`config.mk`:
```
export PLATFORM = sky130hd
export DESIGN_NAME = umx_uart
export DESIGN_NICKNAME = d
export VERILOG_FILES = /design/src/inc/umx_pkg.sv /design/src/core/umx_uart.sv
export VERILOG_INCLUDE_DIRS = /design/src /design/src/inc
export SDC_FILE = /design/constraint.sdc
export NUM_CORES = 1
export LEC_CHECK = 0
export BUFFER_PORTS_ARGS = -buffer_cell sky130_fd_sc_hd__buf_2
export CAP_MARGIN = 20
export CELL_PAD_IN_SITES_DETAIL_PLACEMENT = 1
export CELL_PAD_IN_SITES_GLOBAL_PLACEMENT = 1
export CORE_MARGIN = 2
export CORE_UTILIZATION = 46
export CTS_BUF_LIST = sky130_fd_sc_hd__clkbuf_16
export CTS_CLUSTER_SIZE = 12
export DETAILED_ROUTE_END_ITERATION = 8
export PLACE_DENSITY_LB_ADDON = 0.12
export SYNTH_ARGS = -nofsm -noshare
export SYNTH_HDL_FRONTEND = slang
export SYNTH_SLANG_ARGS = --single-unit
```
`constraint.sdc`:
```
create_clock -name clk -period 5.5 [get_ports clk]
set_clock_uncertainty 0.05 [all_clocks]
set_input_delay 0 -clock clk [delete_from_list [all_inputs] [get_ports clk]]
set_output_delay 0 -clock clk [all_outputs]
set_load 0.005 [all_outputs]
```
`src/inc/umx_map.svh`:
```
// register offsets, field positions, reset values and timing counts
// assumes avalon-mm word addressing, 32-bit data, one register per word
`ifndef UMX_MAP_SVH
`define UMX_MAP_SVH
// register word offsets (byte address = 4 * offset)
`define UMX_CTRL_OFS    3'h0
`define UMX_STAT_OFS    3'h1
`define UMX_TXD_OFS     3'h2
`define UMX_RXD_OFS     3'h3
`define UMX_BAUD_OFS    3'h4
// control field positions
`define UMX_C_TE        0
`define UMX_C_RE        1
`define UMX_C_TIE       2
`define UMX_C_TX_END_IRQ_ENABLE      3
`define UMX_C_RIE       4
`define UMX_C_MP_SKIP_ENABLE      5
`define UMX_C_MPF       6
`define UMX_C_PEN       7
`define UMX_C_SYNC      8
`define UMX_C_PDIR      9
`define UMX_C_PDAT      10
// status field positions
`define UMX_S_TX_EMPTY_FLAG      0
`define UMX_S_TX_END_FLAG      1
`define UMX_S_RX_FULL_FLAG      2
`define UMX_S_FER       3
`define UMX_S_OER       4
`define UMX_S_PER       5
`define UMX_S_RX_MP_BIT      6
`define UMX_S_TX_MP_BIT      7
// reset values
`define UMX_CTRL_RST    11'h000
`define UMX_BAUD_RST    16'h0001
// oversampling ratio and mid-bit sample point
`define UMX_OVS         5'h10
`define UMX_MID         4'h7
`endif

```
`src/inc/umx_pkg.sv`:
```
// types shared by the multiprocessor serial unit
// assumes the map header for the field positions
package umx_pkg;
  // avalon-mm request from the master
  typedef struct packed {
    logic [2:0]  address;    // word offset
    logic        read;       // read strobe
    logic        write;      // write strobe
    logic [3:0]  byteenable; // byte lanes
    logic [31:0] writedata;  // write data
  } umx_avs_req_t;
  // four interrupt requests
  typedef struct packed {
    logic rx_full_irq;   // receive full
    logic tx_empty_irq;  // transmit empty
    logic tx_end_irq;    // transmission end
    logic rx_error_irq;  // receive error
  } umx_irq_t;
  // receiver and transmitter states
  typedef enum logic [1:0] {
    UMX_IDLE,
    UMX_START,
    UMX_BITS,
    UMX_STOP
  } umx_state_t;
endpackage

```
`src/core/umx_uart.sv`:
```
// multiprocessor serial unit: tx, rx, flags, requests, avalon slave
// assumes rxd_pin is asynchronous; registers reached over avalon-mm
//
// Design decisions made here: the Avalon-MM register port and the address map.
`timescale 1ns/1ns
`include "umx_map.svh"
module umx_uart (
  input  wire logic               clk,
  input  wire logic               rst_n,
  input  wire logic               clk_en,
  input  wire umx_pkg::umx_avs_req_t avs_req,
  output logic [31:0]             avs_readdata,
  output logic                    avs_waitrequest,
  output logic                    avs_readdatavalid,
  input  wire logic               rxd_pin,
  output logic                    txd_out,
  output logic                    txd_oe,
  output umx_pkg::umx_irq_t       irq
);
  import umx_pkg::*;

  // reset release through two flops
  logic rs1_q, rs2_q;
  always_ff @(posedge clk or negedge rst_n) begin
    if (!rst_n) begin
      rs1_q <= 1'b0;
      rs2_q <= 1'b0;
    end else begin
      rs1_q <= 1'b1;
      rs2_q <= rs1_q;
    end
  end
  wire logic rst_i_n = rs2_q;

  // rx pin synchroniser
  logic rx1_q, rx2_q;
  always_ff @(posedge clk or negedge rst_i_n) begin
    if (!rst_i_n) begin
      rx1_q <= 1'b1;
      rx2_q <= 1'b1;
    end else if (clk_en) begin
      rx1_q <= rxd_pin;
      rx2_q <= rx1_q;
    end
  end

  // register file
  logic [10:0] ctrl_q, ctrl_d;     // serial_control_reg
  logic [15:0] baud_q, baud_d;     // basic clock divider
  logic [7:0]  tx_data_reg_q, tx_data_reg_d;
  logic [7:0]  rx_data_reg_q, rx_data_reg_d;
  logic tx_empty_flag_q, tx_empty_flag_d, tx_end_flag_q, tx_end_flag_d, rx_full_flag_q, rx_full_flag_d;
  logic fer_q, fer_d, oer_q, oer_d, per_q, per_d;
  logic rx_mp_bit_q, rx_mp_bit_d, tx_mp_bit_q, tx_mp_bit_d;
  // bus answer
  logic [31:0] rdata_q, rdata_d;
  logic        ack_q, ack_d;       // answered cycle
  logic        rvalid_q, rvalid_d;

  // basic clock tick: 16 per bit
  logic [15:0] bdiv_q, bdiv_d;
  logic        tick;
  // transmitter
  umx_state_t  ts_q, ts_d;
  logic [3:0]  tsub_q, tsub_d;
  logic [3:0]  tbit_q, tbit_d;
  logic [9:0]  tsr_q, tsr_d;
  logic        txo_q, txo_d;
  logic        toe_q, toe_d;
  // receiver
  umx_state_t  rs_q, rs_d;
  logic [3:0]  rsub_q, rsub_d;
  logic [3:0]  rbit_q, rbit_d;
  logic [9:0]  rsr_q, rsr_d;        // rx_shift_reg
  logic        rxp_q, rxp_d;        // previous sampled level
  logic [9:0]  rx_frame;            // stop, flag and data aligned
  umx_irq_t    irq_q, irq_d;

  // bit count of a frame after start: 8 data + mp/parity
  function automatic logic [3:0] frame_bits(input logic extra);
    frame_bits = extra ? 4'h9 : 4'h8;
  endfunction
  function automatic logic parity8(input logic [7:0] v);
    parity8 = ^v;
  endfunction

  wire logic te   = ctrl_q[`UMX_C_TE];
  wire logic re   = ctrl_q[`UMX_C_RE];
  wire logic mpf  = ctrl_q[`UMX_C_MPF];
  wire logic pen  = ctrl_q[`UMX_C_PEN] & ~mpf;
  wire logic sync = ctrl_q[`UMX_C_SYNC];
  wire logic extra = mpf | pen;
  wire logic req  = (avs_req.read | avs_req.write) & ~ack_q;
  wire logic wr   = avs_req.write & ~ack_q;
  wire logic rd   = avs_req.read & ~ack_q;
  wire logic [2:0] ad = avs_req.address;
  wire logic [31:0] wd = avs_req.writedata;

  // receive and transmit events from the rx and tx state machines
  logic rx_done, rx_take, rx_fe, rx_pe, rx_mp;
  logic tx_load, tx_fin;

  // basic clock divider
  always_comb begin
    bdiv_d = bdiv_q + 16'h0001;
    tick   = 1'b0;
    if (bdiv_q >= baud_q - 16'h0001) begin
      bdiv_d = 16'h0000;
      tick   = 1'b1;
    end
  end

  // transmitter: start, data, flag bit, stop
  always_comb begin
    ts_d = ts_q; tsub_d = tsub_q; tbit_d = tbit_q;
    tsr_d = tsr_q; txo_d = txo_q; toe_d = 1'b1;
    tx_load = 1'b0; tx_fin = 1'b0;
    if (!te) begin
      ts_d = UMX_IDLE;
      tsub_d = 4'h0;
      txo_d = ctrl_q[`UMX_C_PDAT];
      toe_d = ctrl_q[`UMX_C_PDIR];
    end else begin
      case (ts_q)
        UMX_IDLE: begin
          txo_d = 1'b1;
          // sync mode: pending rx errors block the start
          if (!tx_empty_flag_q && !(sync && (oer_q | fer_q | per_q))) begin
            tx_load = 1'b1;
            tsr_d = {mpf ? tx_mp_bit_q
                     : parity8(tx_data_reg_q), tx_data_reg_q, 1'b0};
            ts_d = UMX_BITS; tsub_d = 4'h0; tbit_d = 4'h0;
            txo_d = 1'b0;
          end
        end
        UMX_BITS: if (tick) begin
          tsub_d = tsub_q + 4'h1;
          if (tsub_q == 4'hF) begin
            tsr_d = {1'b1, tsr_q[9:1]};
            txo_d = tsr_q[1];
            tbit_d = tbit_q + 4'h1;
            if (tbit_q == frame_bits(extra)) begin
              txo_d = 1'b1; ts_d = UMX_STOP;
            end
          end
        end
        UMX_STOP: if (tick) begin
          tsub_d = tsub_q + 4'h1;
          if (tsub_q == 4'hF) begin
            ts_d = UMX_IDLE; tx_fin = 1'b1;
          end
        end
        default: ts_d = UMX_IDLE;
      endcase
    end
  end

  // receiver: 16x oversample, mid-bit latch
  always_comb begin
    rs_d = rs_q; rsub_d = rsub_q; rbit_d = rbit_q;
    rsr_d = rsr_q; rxp_d = rxp_q;
    rx_done = 1'b0;
    if (tick) rxp_d = rx2_q;
    if (!re) begin
      rs_d = UMX_IDLE;
    end else if (tick) begin
      case (rs_q)
        UMX_IDLE:
          // halted while overrun or framing pending
          if (rxp_q && !rx2_q && !oer_q && !fer_q) begin
            rs_d = UMX_START; rsub_d = 4'h0;
          end
        UMX_START: begin
          rsub_d = rsub_q + 4'h1;
          if (rsub_q == `UMX_MID) begin
            if (rx2_q) rs_d = UMX_IDLE;
            else begin
              rs_d = UMX_BITS; rbit_d = 4'h0;
            end
          end
        end
        UMX_BITS: begin
          rsub_d = rsub_q + 4'h1;
          if (rsub_q == `UMX_MID) begin
            rsr_d = {rx2_q, rsr_q[9:1]};
            rbit_d = rbit_q + 4'h1;
            if (rbit_q == frame_bits(extra)) begin
              rx_done = 1'b1;                            // stop bit in msb
              rs_d = UMX_IDLE;
            end
          end
        end
        default: rs_d = UMX_IDLE;
      endcase
    end
  end

  // decode of a completed frame; without a flag bit the data sits one
  // place higher in the shifter, so realign it first
  always_comb begin
    rx_frame = extra ? rsr_d : {rsr_d[9], 1'b0, rsr_d[8:1]};
    rx_fe = ~rx_frame[9];
    rx_mp = mpf & rx_frame[8];
    rx_pe = pen & (parity8(rx_frame[7:0]) != rx_frame[8]);
    // skip data frames while skip is enabled
    rx_take = rx_done & ~(ctrl_q[`UMX_C_MP_SKIP_ENABLE] & ~rx_mp);
  end

  // registers, flags and bus answer
  always_comb begin
    ctrl_d = ctrl_q; baud_d = baud_q;
    tx_data_reg_d = tx_data_reg_q; rx_data_reg_d = rx_data_reg_q;
    tx_empty_flag_d = tx_empty_flag_q; tx_end_flag_d = tx_end_flag_q; rx_full_flag_d = rx_full_flag_q;
    fer_d = fer_q; oer_d = oer_q; per_d = per_q;
    rx_mp_bit_d = rx_mp_bit_q; tx_mp_bit_d = tx_mp_bit_q;
    rdata_d = 32'h0000_0000; ack_d = req; rvalid_d = rd;
    // software writes first, hardware sets override
    if (wr && avs_req.byteenable[0]) begin
      if (ad == `UMX_CTRL_OFS) begin
        ctrl_d = wd[10:0];
      end else if (ad == `UMX_STAT_OFS) begin
        // error and end flags clear by writing zero; rx enable clear keeps them
        if (!wd[`UMX_S_FER]) fer_d = 1'b0;
        if (!wd[`UMX_S_OER]) oer_d = 1'b0;
        if (!wd[`UMX_S_PER]) per_d = 1'b0;
        if (!wd[`UMX_S_TX_END_FLAG]) tx_end_flag_d = 1'b0;
        tx_mp_bit_d = wd[`UMX_S_TX_MP_BIT];
      end else if (ad == `UMX_TXD_OFS) begin
        tx_data_reg_d = wd[7:0];
        tx_empty_flag_d = 1'b0;
        tx_end_flag_d = 1'b0;
      end else if (ad == `UMX_BAUD_OFS) begin
        baud_d = (wd[15:0] == 16'h0000) ? 16'h0001 : wd[15:0];
      end
    end
    if (rd) begin
      if (ad == `UMX_CTRL_OFS) begin
        rdata_d = {21'h000000, ctrl_q};
      end else if (ad == `UMX_STAT_OFS) begin
        rdata_d = {24'h000000, tx_mp_bit_q, rx_mp_bit_q, per_q, oer_q,
                   fer_q, rx_full_flag_q, tx_end_flag_q, tx_empty_flag_q};
      end else if (ad == `UMX_TXD_OFS) begin
        rdata_d = {24'h000000, tx_data_reg_q};
      end else if (ad == `UMX_RXD_OFS) begin
        rdata_d = {24'h000000, rx_data_reg_q};
        rx_full_flag_d = 1'b0;
      end else if (ad == `UMX_BAUD_OFS) begin
        rdata_d = {16'h0000, baud_q};
      end
    end
    if (tx_load) tx_empty_flag_d = 1'b1;
    if (tx_fin && tx_empty_flag_q) tx_end_flag_d = 1'b1;
    if (rx_take) begin
      rx_mp_bit_d = rx_mp;
      if (ctrl_q[`UMX_C_MP_SKIP_ENABLE] && rx_mp) begin
        rx_mp_bit_d = 1'b1;
        ctrl_d[`UMX_C_MP_SKIP_ENABLE] = 1'b0;
      end
      if (rx_full_flag_q) oer_d = 1'b1;
      else begin
        rx_data_reg_d = rx_frame[7:0];
        rx_full_flag_d = 1'b1;
      end
      if (rx_fe) fer_d = 1'b1;
      if (rx_pe) per_d = 1'b1;
    end
    // requests follow flags and enables
    irq_d.rx_full_irq  = rx_full_flag_d & ctrl_d[`UMX_C_RIE];
    irq_d.tx_empty_irq = tx_empty_flag_d & ctrl_d[`UMX_C_TIE];
    irq_d.tx_end_irq   = tx_end_flag_d & ctrl_d[`UMX_C_TX_END_IRQ_ENABLE];
    irq_d.rx_error_irq = (oer_d | fer_d | per_d)
                         & ctrl_d[`UMX_C_RIE];
  end

  // state registers
  always_ff @(posedge clk or negedge rst_i_n) begin
    if (!rst_i_n) begin
      ctrl_q <= `UMX_CTRL_RST; baud_q <= `UMX_BAUD_RST;
      tx_data_reg_q <= 8'h00; rx_data_reg_q <= 8'h00;
      tx_empty_flag_q <= 1'b1;
      tx_end_flag_q <= 1'b1;
      rx_full_flag_q <= 1'b0; fer_q <= 1'b0; oer_q <= 1'b0;
      per_q <= 1'b0; rx_mp_bit_q <= 1'b0; tx_mp_bit_q <= 1'b0;
      rdata_q <= 32'h0000_0000; ack_q <= 1'b0; rvalid_q <= 1'b0;
      bdiv_q <= 16'h0000;
      ts_q <= UMX_IDLE; tsub_q <= 4'h0; tbit_q <= 4'h0;
      tsr_q <= 10'h3FF; txo_q <= 1'b1; toe_q <= 1'b0;
      rs_q <= UMX_IDLE; rsub_q <= 4'h0; rbit_q <= 4'h0;
      rsr_q <= 10'h000; rxp_q <= 1'b1;
      irq_q <= '0;
    end else if (clk_en) begin
      ctrl_q <= ctrl_d; baud_q <= baud_d;
      tx_data_reg_q <= tx_data_reg_d; rx_data_reg_q <= rx_data_reg_d;
      tx_empty_flag_q <= tx_empty_flag_d; tx_end_flag_q <= tx_end_flag_d; rx_full_flag_q <= rx_full_flag_d;
      fer_q <= fer_d; oer_q <= oer_d; per_q <= per_d;
      rx_mp_bit_q <= rx_mp_bit_d; tx_mp_bit_q <= tx_mp_bit_d;
      rdata_q <= rdata_d; ack_q <= ack_d; rvalid_q <= rvalid_d;
      bdiv_q <= bdiv_d;
      ts_q <= ts_d; tsub_q <= tsub_d; tbit_q <= tbit_d;
      tsr_q <= tsr_d; txo_q <= txo_d; toe_q <= toe_d;
      rs_q <= rs_d; rsub_q <= rsub_d; rbit_q <= rbit_d;
      rsr_q <= rsr_d; rxp_q <= rxp_d;
      irq_q <= irq_d;
    end
  end

  // outputs straight from flops
  assign avs_readdata      = rdata_q;
  assign avs_waitrequest   = ~ack_q;
  assign avs_readdatavalid = rvalid_q;
  assign txd_out = txo_q;
  assign txd_oe  = toe_q;
  assign irq     = irq_q;
endmodule

```
==> results of run 1 <==
-- layout make-up --
| cell class | count | area, sq um | area share |
|---|---|---|---|
| Inverter | 30 | 112.6 | 0.01286 |
| Timing Repair Buffer | 82 | 569.3 | 0.06500 |
| Sequential cell | 135 | 3402 | 0.3884 |
| Clock buffer | 17 | 425.4 | 0.04857 |
| Clock inverter | 15 | 182.7 | 0.02086 |
| Tap cell | 216 | 270.3 | 0.03086 |
| Multi-Input combinational cell | 573 | 3796 | 0.4334 |
-- worst min-delay path, delay by kind of cell --
kind | cells | cell delay [ps]
AOI/OAI and AO/OA | 1 | 70
buffers and inverters | 2 | 350
and+or+nand+nor | 1 | 100
-- path summary, 6_finish.rpt --
| check | from | to | slack (ps) | depth (start not counted) |
|---|---|---|---|---|
| min in group asynchronous | rs2_q | irq[3] | 200 | 0 |
| max in group asynchronous | rs2_q | ctrl_q[10] | 4170 | 1 |
| worst min-delay path | clk_en | rx2_q | 60 | 4 |
| worst max register to register | baud_q[4] | irq[0] | 240 | 19 |
| worst min register to register | rs2_q | irq[3] | 200 | 0 |
| worst max-delay path | baud_q[4] | irq[0] | 240 | 19 |
-- logic make-up after synthesis --
kind of cell	Yosys count	synth area share
xor gates and xnor gates	45	0.05454
DFF	135	0.4544
AOI/OAI and AO/OA	196	0.1666
and+or+nand+nor	234	0.1492
adders and majority gates	25	0.04183
muxes	56	0.08098
other	2	0.001004
buffers and inverters	84	0.05136
-- per-stage QoR --
step / hold WS, ps / cell area [sq um] / setup TNS (ps) / total power [uW] / std cells
2_1_floorplan: -345.6 / 7535 / 0 / 1742 / 792
3_3_place_gp: -265.2 / 7850 / 0 / 1906 / 1012
3_5_place_dp: -263.3 / 7850 / 0 / 1961 / 1012
4_1_cts: 60.57 / 8668 / 0 / 3182 / 1065
5_1_grt: 119.9 / 8758 / -24.98 / 3343 / 1068
6_report: 57.58 / 8758 / 0 / 3184 / 1068
-- state kept, by name (all words and copies together), names as in the netlist, 2 cells and up --
signal / flops
rs_q: 2
rsub_q: 4
baud_q: 16
tx_data_reg_q: 8
bdiv_q: 16
ts_q: 2
avs_readdata: 16
tsr_q: 9
rsr_q: 10
tbit_q: 4
rbit_q: 4
rx_data_reg_q: 8
tsub_q: 4
irq: 4
ctrl_q: 11
-- Yosys cell counts, types with 2 or more instances --
cell type    n
o2bb2ai_1    9
or2_2        2
nand4_1     13
nand2b_1     7
and3_1       4
a31oi_1      3
o22ai_1     11
inv_1       29
xnor2_1     28
o221ai_1     2
mux2i_1     20
o21ai_0     77
nor3b_1      2
conb_1       2
nor4_1       8
buf_4       16
nor2b_1     11
o31ai_1      9
or4_1        2
a21o_1       8
o21a_1       2
o2111ai_1    2
xor2_1      16
nor2_1      64
or3_1        5
dfrtp_1    119
nor3_1      15
a22o_1      19
mux2_2      36
nand3_1     19
ha_1        25
nand2_1     71
a22oi_1      8
o41ai_1      2
and2_1       2
buf_1        3
nor4b_1      3
a211oi_1     3
a21oi_1     32
o211ai_1     3
dfstp_2     16
clkbuf_1    33
-- power groups by stage --
stage                     Sequential, uW  Combinational [uW]  Clock (uW)
final                               1280                 706        1200
after global routing                1300                 786        1260
after CTS                           1280                 685        1220
after detailed placement            1300                 663           0
after global placement              1290                 620           0
after floorplan                     1240                 501           0
-- routing by layer --
| metal | vias up | wire length [um] | track usage |
|---|---|---|---|
| li1 | 2870 | - | - |
| met1 | 3208 | 9617 | 0.3347 |
| met2 | 120 | 10790 | 0.4322 |
| met3 | 34 | 699 | 0.04090 |
| met4 | 0 | 449 | 0.08394 |
| met5 | - | 0 | 0 |
-- what timing repair did --
item | 4_1_cts | 5_1_grt
hold buffers | 21 | 0
setup buffers | 0 | 1
gates resized for setup | 0 | 8
hold endpoints to repair | 41 | 0
endpoints found under the setup margin | 0 | 2
==> out/results.tsv, run 1 <==
stage	metric	value	unit
synthesis	Seq cells post-synth	135	
critical_path	CP Class	register to register	
route	via-per-instance ratio	5.835	
die	die area	17290	sq um
synthesis	register area share after synthesis	0.4544	
timing	max-slew violations	0	
flow_run	max cap viols	0	
final_layout	area grow syn2layout	17.12	%
critical_path	Critical Path Start Type	register	
clock_tree	Clock Sinks	135	
grt	initial antenna violation count	0	
critical_path	slowest stage cell, crit path	or4b_4	
die	core area	15890	sq um
clock_tree	Clk Latency, worst-skew pair	430	ps
pwr	Int Pwr	2190	uW
grt	total track usage	0.2553	
route	Final ANT Viol Nets	0	
pwr	Max VDD drop	0.2387	mV
clock_tree	Longest Clk Path Bufs	2	
final_layout	nets@finish	909	
synthesis	area leader, netlist	dfrtp_1	
final_layout	Fill cells	1814	
clock_tree	# H-tree levels	4	
timing	Worst Max-Slew Pin Slew	959.2	ps
die	Initial Util	0.4708	
synthesis	largest cells by area after synthesis	dfrtp_1, dfstp_2, mux2_2	
synthesis	synthesized cell area	7478	sq um
grt	vias in the first global route	6500	
synthesis	top_reg_cell synth	dfrtp_1	
final_layout	final core occ	0.5514	
placed_design	Final Wtd Congestion	0.8406	
pwr	Leak	0.003919	uW
timing	slew margin rel.	0.3515	
critical_path	CP arrival	5560	ps
clock_tree	CTS tree	built	
final_layout	layout cells sized above 1	0.1819	
final_layout	commonest non-fill, non-tap cell in the layout	dfrtp_1	
outcome	status	finished, final reports clean	
route	Initial DRC Count	360	
grt	wire length of the first global-routing pass	34980	um
critical_path	Setup crit end kind	register	
timing	PnR worst setup slack	243.5	ps
synthesis	Mapped Cells	777	
pwr	Comb power frac	0.222	
critical_path	worst-path cell chain	nor3_2, nand2b_1, or4_1, nor2_1, nand2_1, nor3_2, xnor2_1, ha_1, nand4_1, nor3_2, or4b_4, a31oi_4, buf_6, mux2i_1, xor2_1, nor2_2, xnor3_1, or4b_1, nand3_1	
synthesis	Avg Cell Area, Syn	9.625	sq um
critical_path	CP peak stage delay	530	ps
pwr	Power Density	363.5	nW/um^2
timing	Period Utilization, post-route	0.9557	
clock_tree	Clock transition at path regs	60	ps
critical_path	most used cell, CP	nor3_2	
critical_path	CP max FO	7	
synthesis	Cell variety after synth	58	
placed_design	post-DP HPWL	15250	um
final_layout	most frequent cells in the layout	dfrtp_1, o21ai_0, nand2_1	
critical_path	Req. time, crit path	5800	ps
pwr	Seq pwr share	0.401	
placed_design	DP Worst Slack	220.9	ps
synthesis	Post-synth ARST share	1.000	
critical_path	CP delay by family, top	simple AND/OR/NAND/NOR gates	
grt	global route total overflow	0	
clock_tree	total CTS buffers	17	
final_layout	Ant. Diodes	0	
critical_path	CP bufs+invs	1	
route	number of remaining DRC errors	0	
route	DR WL/cell	20.18	um
die	Die X-Extent	131.5	um
die	Die Y	131.5	um
route	detailed-route via count	6232	
die	# rows	46	
grt	largest net degree at the start of global routing	82	
pwr	Clock power frac	0.377	
min_path	worst min path class	primary input to register	
route	Detailed Route WL	21550	um
pwr	net switching power	993.7	uW
clock_tree	CTS Root Cell	clkbuf_16	
placed_design	I/O Buffers	49	
timing	Fmax	190.2	MHz
pwr	switch share	0.3121	
synthesis	Yosys warning count	0	
synthesis	EDFF count, synth	0	
synthesis	Synth top area share	0.3982	
route	TritonRoute pass-1 iters	5	
timing	Min Clock Period, post-route	5256	ps
die	Boundary Pins	85	
timing	Setup violations, final	0	
timing	Final Hold Vio Count	0	
Power figures use the tool's default switching activity.
==> run 2: changes to the inputs <==
MAX_ROUTING_LAYER = met4   (was unset)
==> run 2 against run 1 <==
Against the previous run: worst setup slack improved by 37 ps; design area about the same; sequential cell count stayed put; sequential power about the same; global-route usage is 0.77 points higher; via count fell by 0.26%; hold slack better by 3.3 ps; clock-buffer cell count unchanged; sequential share of layout area is essentially flat.
==> out/results.tsv, run 2 (synthesis results as in run 1) <==
stage	metric	value	unit	change
final_layout	layout cells sized above 1	0.1831		+0.001174
final_layout	multi-input logic area	3797	sq um	about the same
final_layout	most frequent cells in the layout	dfrtp_1, o21ai_0, nand2_1		
die	Initial Util	0.4708		unchanged
pwr	Leak	0.003919	uW	about the same
clock_tree	# H-tree levels	4		unchanged
critical_path	slowest stage cell, crit path	or4b_4		
route	number of remaining DRC errors	0		unchanged
final_layout	Fill cells	1813		-0.055%
critical_path	Setup crit end kind	register		
min_path	depth of the worst hold-timing path	4		unchanged
die	die area	17290	sq um	unchanged
critical_path	CP arrival	5520	ps	-40 ps
placed_design	I/O Buffers	49		unchanged
critical_path	Req. time, crit path	5800	ps	about the same
final_layout	nets@finish	909		unchanged
grt	total track usage	0.2630		+0.007722
critical_path	worst r2r src	baud_q[4]		
critical_path	CP delay by family, top	simple AND/OR/NAND/NOR gates		
critical_path	reg-to-reg endpoint	irq[0]		
placed_design	Post-DP Area	7850	sq um	unchanged
critical_path	CP max FO	7		unchanged
final_layout	area grow syn2layout	17.13	%	about the same
critical_path	Critical Path Start Type	register		
route	Initial DRC Count	339		-5.8%
grt	largest net degree at the start of global routing	82		unchanged
final_layout	final instance area	8760	sq um	about the same
outcome	status	finished, final reports clean		
clock_tree	Longest Clk Path Bufs	2		unchanged
timing	Min Clock Period, post-route	5219	ps	-37.29 ps
timing	Period Utilization, post-route	0.9489		-0.006779
clock_tree	CTS tree	built		
flow_run	max cap viols	0		unchanged
critical_path	CP bufs+invs	1		unchanged
clock_tree	total CTS buffers	17		unchanged
min_path	Hold Path End	rx2_q		
timing	slew margin rel.	0.3520		+0.0004670
die	core area	15890	sq um	unchanged
grt	vias in the first global route	6497		-0.046%
critical_path	CP peak stage delay	530	ps	about the same
placed_design	Final Wtd Congestion	0.8537		+1.6%
clock_tree	Clk Latency, worst-skew pair	430	ps	about the same
clock_tree	Clock transition at path regs	60	ps	about the same
die	# rows	46		unchanged
timing	Final Hold Vio Count	0		unchanged
pwr	Max VDD drop	0.2406	mV	+0.79%
timing	Fmax	191.6	MHz	+0.71%
critical_path	Worst setup startpoint	baud_q[4]		
pwr	Power Density	363.6	nW/um^2	about the same
timing	max-slew violations	0		unchanged
grt	wire length of the first global-routing pass	35020	um	+0.12%
placed_design	post-DP HPWL	15250	um	unchanged
timing	Worst Max-Slew Pin Slew	958.5	ps	-0.6909 ps
min_path	worst min path class	primary input to register		
timing	worst hold-check slack	60.85	ps	+3.269 ps
route	TritonRoute pass-1 iters	4		-1
clock_tree	Clock Sinks	135		unchanged
critical_path	Crit path depth	19		unchanged
route	Detailed Route WL	21520	um	-0.18%
clock_tree	CTS Root Cell	clkbuf_16		
grt	initial antenna violation count	0		unchanged
critical_path	worst-path cell chain	nor3_2, nand2b_1, or4_1, nor2_1, nand2_1, nor3_2, xnor2_1, ha_1, nand4_1, nor3_2, or4b_4, a31oi_4, buf_6, mux2i_1, xor2_1, nor2_2, xnor3_2, or4b_1, nand3_1		
die	Die X-Extent	131.5	um	unchanged
critical_path	most used cell, CP	nor3_2		
timing	Setup violations, final	0		unchanged
final_layout	Sequential Area	3402	sq um	unchanged
critical_path	Worst R2R Path Depth	19		unchanged
critical_path	CP Class	register to register		
min_path	HP Start	clk_en		
die	Boundary Pins	85		unchanged
die	Die Y	131.5	um	unchanged
route	DR WL/cell	20.15	um	-0.18%
route	Final ANT Viol Nets	0		unchanged
grt	global route total overflow	0		unchanged
route	via-per-instance ratio	5.820		-0.26%
critical_path	Worst R2R Setup Slack	280	ps	+40 ps
final_layout	commonest non-fill, non-tap cell in the layout	dfrtp_1		
final_layout	Ant. Diodes	0		unchanged
route	detailed-route via count	6216		-0.26%
run 2: worst max path at each step:
stage               endpoint
global route          irq[0]
detailed placement    irq[0]
finish                irq[0]
floorplan             irq[0]
CTS                   irq[0]
global placement      irq[0]
run 2: repair_timing:
item	4_1_cts	5_1_grt
endpoints found under the setup margin	0	2
hold endpoints to repair	41	0
hold buffers	21	0
setup buffers	0	1
resized for setup	0	9
run 2: cell type report:
cell class                 count  area share
inverter                      30     0.01286
clock buffer                  17     0.04856
clock inverter                15     0.02085
tap                          216     0.03085
sequential                   135      0.3884
multi-input combinational    573      0.4335
timing repair buffer          82     0.06499
run 2: worst min-delay path, stage by stage:
cell and delay (ps):
buf_2 100, buf_4 250, nand2_1 100, o21ai_0 70
run 2: routing by layer:
layer | part of all wire | vias to the layer above | track usage
met5 | 0 | - | -
met4 | 0.020 | 0 | 0.08394
met3 | 0.033 | 31 | 0.04051
met2 | 0.50 | 114 | 0.4334
met1 | 0.44 | 3198 | 0.3347
li1 | - | 2873 | -
run 2: stage by stage:
step	worst slack (ps)	setup TNS (ps)	cells	power (uW)	util
2_1_floorplan	858.2	0	792	1742	-
3_3_place_gp	370.8	0	1012	1906	0.4942
3_5_place_dp	220.9	0	1012	1961	0.4942
4_1_cts	157.7	0	1065	3182	0.5457
5_1_grt	-17.76	-17.76	1068	3345	0.5514
6_report	280.8	0	1068	3185	0.5514
run 2: where the power goes:
group	leakage (uW)	internal [uW]	switching [uW]
Combinational	0.00186	311	395
Sequential	0.00177	1130	149
Clock	0.000293	751	450
==> run 3: changes to the inputs <==
CORE_MARGIN = 4   (was 2)
CORE_UTILIZATION = 28   (was 46)
==> run 3 against run 2 <==
Against the previous run: via count is 1.3% lower; design area up 0.71%; die area grew 70%; combinational power is essentially flat; clock-buffer cell count did not move; largest power group unchanged; worst setup slack better by 98 ps; global-route usage is 9.0 points lower; core utilization fell by 21 points; register-to-register slack improved by 98 ps; critical path depth unchanged; first-iteration DRC count decreased by 23%.
==> out/results.tsv, run 3 (synthesis results as in run 1) <==
stage	metric	value	unit	change
outcome	status	finished, final reports clean		
critical_path	Critical Path Start Type	register		
die	# rows	59		+28%
placed_design	Final Wtd Congestion	0.7958		-6.8%
pwr	Int Pwr	2003	uW	-8.6%
placed_design	DP Worst Slack	-28.19	ps	-249.1 ps
critical_path	Worst R2R Path Depth	19		unchanged
clock_tree	CTS Root Cell	clkbuf_16		
final_layout	commonest non-fill, non-tap cell in the layout	dfrtp_1		
timing	Period Utilization, post-route	0.9311		-0.01780
clock_tree	# H-tree levels	4		unchanged
critical_path	CP delay by family, top	simple AND/OR/NAND/NOR gates		
die	die area	29390	sq um	+70%
die	Die Y	171.4	um	+30%
timing	RSZ-0062 raised after global routing	false		
grt	vias in the first global route	6670		+2.7%
final_layout	layout cells sized above 1	0.1874		+0.004255
final_layout	nets@finish	911		+0.22%
critical_path	CP arrival	5440	ps	-80 ps
timing	Setup violations, final	0		unchanged
final_layout	final instance area	8822	sq um	+0.71%
critical_path	CP Class	register to register		
placed_design	placed insts	1131		+12%
flow_run	max cap viols	0		unchanged
critical_path	Crit path depth	19		unchanged
clock_tree	Longest Clk Path Bufs	2		unchanged
route	Detailed Route WL	23700	um	+10%
route	TritonRoute pass-1 iters	5		+1
clock_tree	Clock transition at path regs	60	ps	about the same
clock_tree	Clk Latency, worst-skew pair	430	ps	about the same
die	Die X-Extent	171.4	um	+30%
clock_tree	CTS tree	built		
pwr	switch share	0.3378		+0.02572
pwr	Max VDD drop	0.1752	mV	-27%
final_layout	Ant. Diodes	0		unchanged
timing	Worst Max-Slew Pin Slew	794.2	ps	-164.4 ps
clock_tree	Clock Sinks	135		unchanged
pwr	Power Density	342.9	nW/um^2	-5.7%
critical_path	CP max FO	7		unchanged
route	detailed-route via count	6135		-1.3%
grt	largest net degree at the start of global routing	75		-8.5%
critical_path	worst-path cell chain	nor3_2, nand2b_1, or4_1, nor2_2, nand2_1, nor3_1, xnor2_1, ha_1, nand4_1, nor3_2, or4b_4, a31oi_4, buf_4, mux2i_1, xor2_1, nor2_2, xnor3_1, or4b_1, nand3_1		
grt	global route total overflow	0		unchanged
pwr	Comb power frac	0.233		+0.011
timing	slew margin rel.	0.4569		+0.1049
grt	wire length of the first global-routing pass	38340	um	+9.5%
pwr	net switching power	1022	uW	+2.8%
critical_path	Setup crit end kind	register		
final_layout	most frequent cells in the layout	dfrtp_1, o21ai_0, nand2_1		
grt	initial antenna violation count	0		unchanged
placed_design	I/O Buffers	49		unchanged
die	core area	26130	sq um	+65%
timing	Min Clock Period, post-route	5121	ps	-97.89 ps
critical_path	CP bufs+invs	1		unchanged
timing	Final Hold Vio Count	0		unchanged
critical_path	slowest stage cell, crit path	or4b_4		
timing	Fmax	195.3	MHz	+1.9%
placed_design	post-DP HPWL	17250	um	+13%
timing	max-slew violations	0		unchanged
pwr	Leak	0.003882	uW	-0.95%
route	via-per-instance ratio	5.160		-11%
final_layout	final core occ	0.3376		-0.2138
route	Final ANT Viol Nets	0		unchanged
die	Boundary Pins	85		unchanged
timing	PnR worst setup slack	378.7	ps	+97.89 ps
pwr	Seq pwr share	0.422		+0.021
grt	total track usage	0.1734		-0.08966
clock_tree	total CTS buffers	17		unchanged
placed_design	Post-DP Area	7999	sq um	+1.9%
die	Initial Util	0.2862		-0.1846
final_layout	Fill cells	3022		+67%
pwr	PnR Total Power	3025	uW	-5.0%
critical_path	CP peak stage delay	530	ps	about the same
min_path	depth of the worst hold-timing path	3		-1
critical_path	Req. time, crit path	5820	ps	+20 ps
min_path	worst min path class	primary input to register		
route	Initial DRC Count	262		-23%
final_layout	Finished Layout Cells	1189		+11%
pwr	Clock power frac	0.345		-0.032
final_layout	area grow syn2layout	17.97	%	
route	number of remaining DRC errors	0		unchanged
route	DR WL/cell	19.93	um	-1.0%
## run 3: cell types whose count changed in the layout (fill, tap and decap cells not counted), moves of 3 or more
| cell | change |
|---|---|
| buf_4 | +3 |
| bufinv_16 | -4 |
| clkinv_1 | -4 |
| clkinv_2 | +4 |
| clkinvlp_4 | +4 |
## run 3: power by group through the flow
stage	combinational [uW]	sequential, uW	clock, uW
5_1_grt	799	1300	1120
3_5_place_dp	676	1300	0
3_3_place_gp	657	1300	0
4_1_cts	695	1290	1080
6_report	706	1280	1040
2_1_floorplan	501	1240	0
## run 3: cell type report
class                   count  area (sq um)  area share
flip-flops and latches    135          3402      0.3856
inverters                  30         112.6     0.01276
repair buffers             84         580.6     0.06581
clock inverters            15         92.59     0.01049
clock buffers              17         425.4     0.04822
multi-input cells         573          3790      0.4296
well taps                 335         419.2     0.04751
## run 3: layer usage
| metal | part of all wire | global-route usage | up-vias | routed length [um] |
|---|---|---|---|---|
| li1 | - | - | 2868 | - |
| met1 | 0.46 | 0.2221 | 3132 | 10990 |
| met2 | 0.48 | 0.2767 | 94 | 11420 |
| met3 | 0.026 | 0.02758 | 41 | 627 |
| met4 | 0.028 | 0.06648 | 0 | 666 |
| met5 | 0 | - | - | 0 |
## run 3: metrics by stage
step / TNS (ps) / hold WS [ps]
after floorplan: 0 / -345.6
after global placement: 0 / -266.4
after detailed placement: -28.19 / -264.3
after CTS: 0 / 25.76
after global routing: 0 / 61.80
final: 0 / 44.81
## run 3: repair_timing
action | 4_1_cts | 5_1_grt
buffers inserted | 2 | 0
hold buffers | 21 | 0
endpoints found under the setup margin | 1 | 11
endpoints found under the hold margin | 41 | 0
pin swaps | 1 | 1
resized for setup | 0 | 7
## run 3: worst paths after layout
check	start	end	slack (ps)
hold / removal	avs_req[39]	avs_readdata[3]	40
min in group asynchronous	rs2_q	rsub_q[1]	110
setup / recovery	baud_q[4]	irq[0]	380
hold reg to reg	rs2_q	rsub_q[1]	110
setup reg to reg	baud_q[4]	irq[0]	380
max in group asynchronous	rs2_q	avs_readdata[2]	4240
## run 3: worst min-delay path: cells and delay by family
family,cells,cell delay [ps]
AOI/OAI and AO/OA,2,260
buffers and inverters,1,210
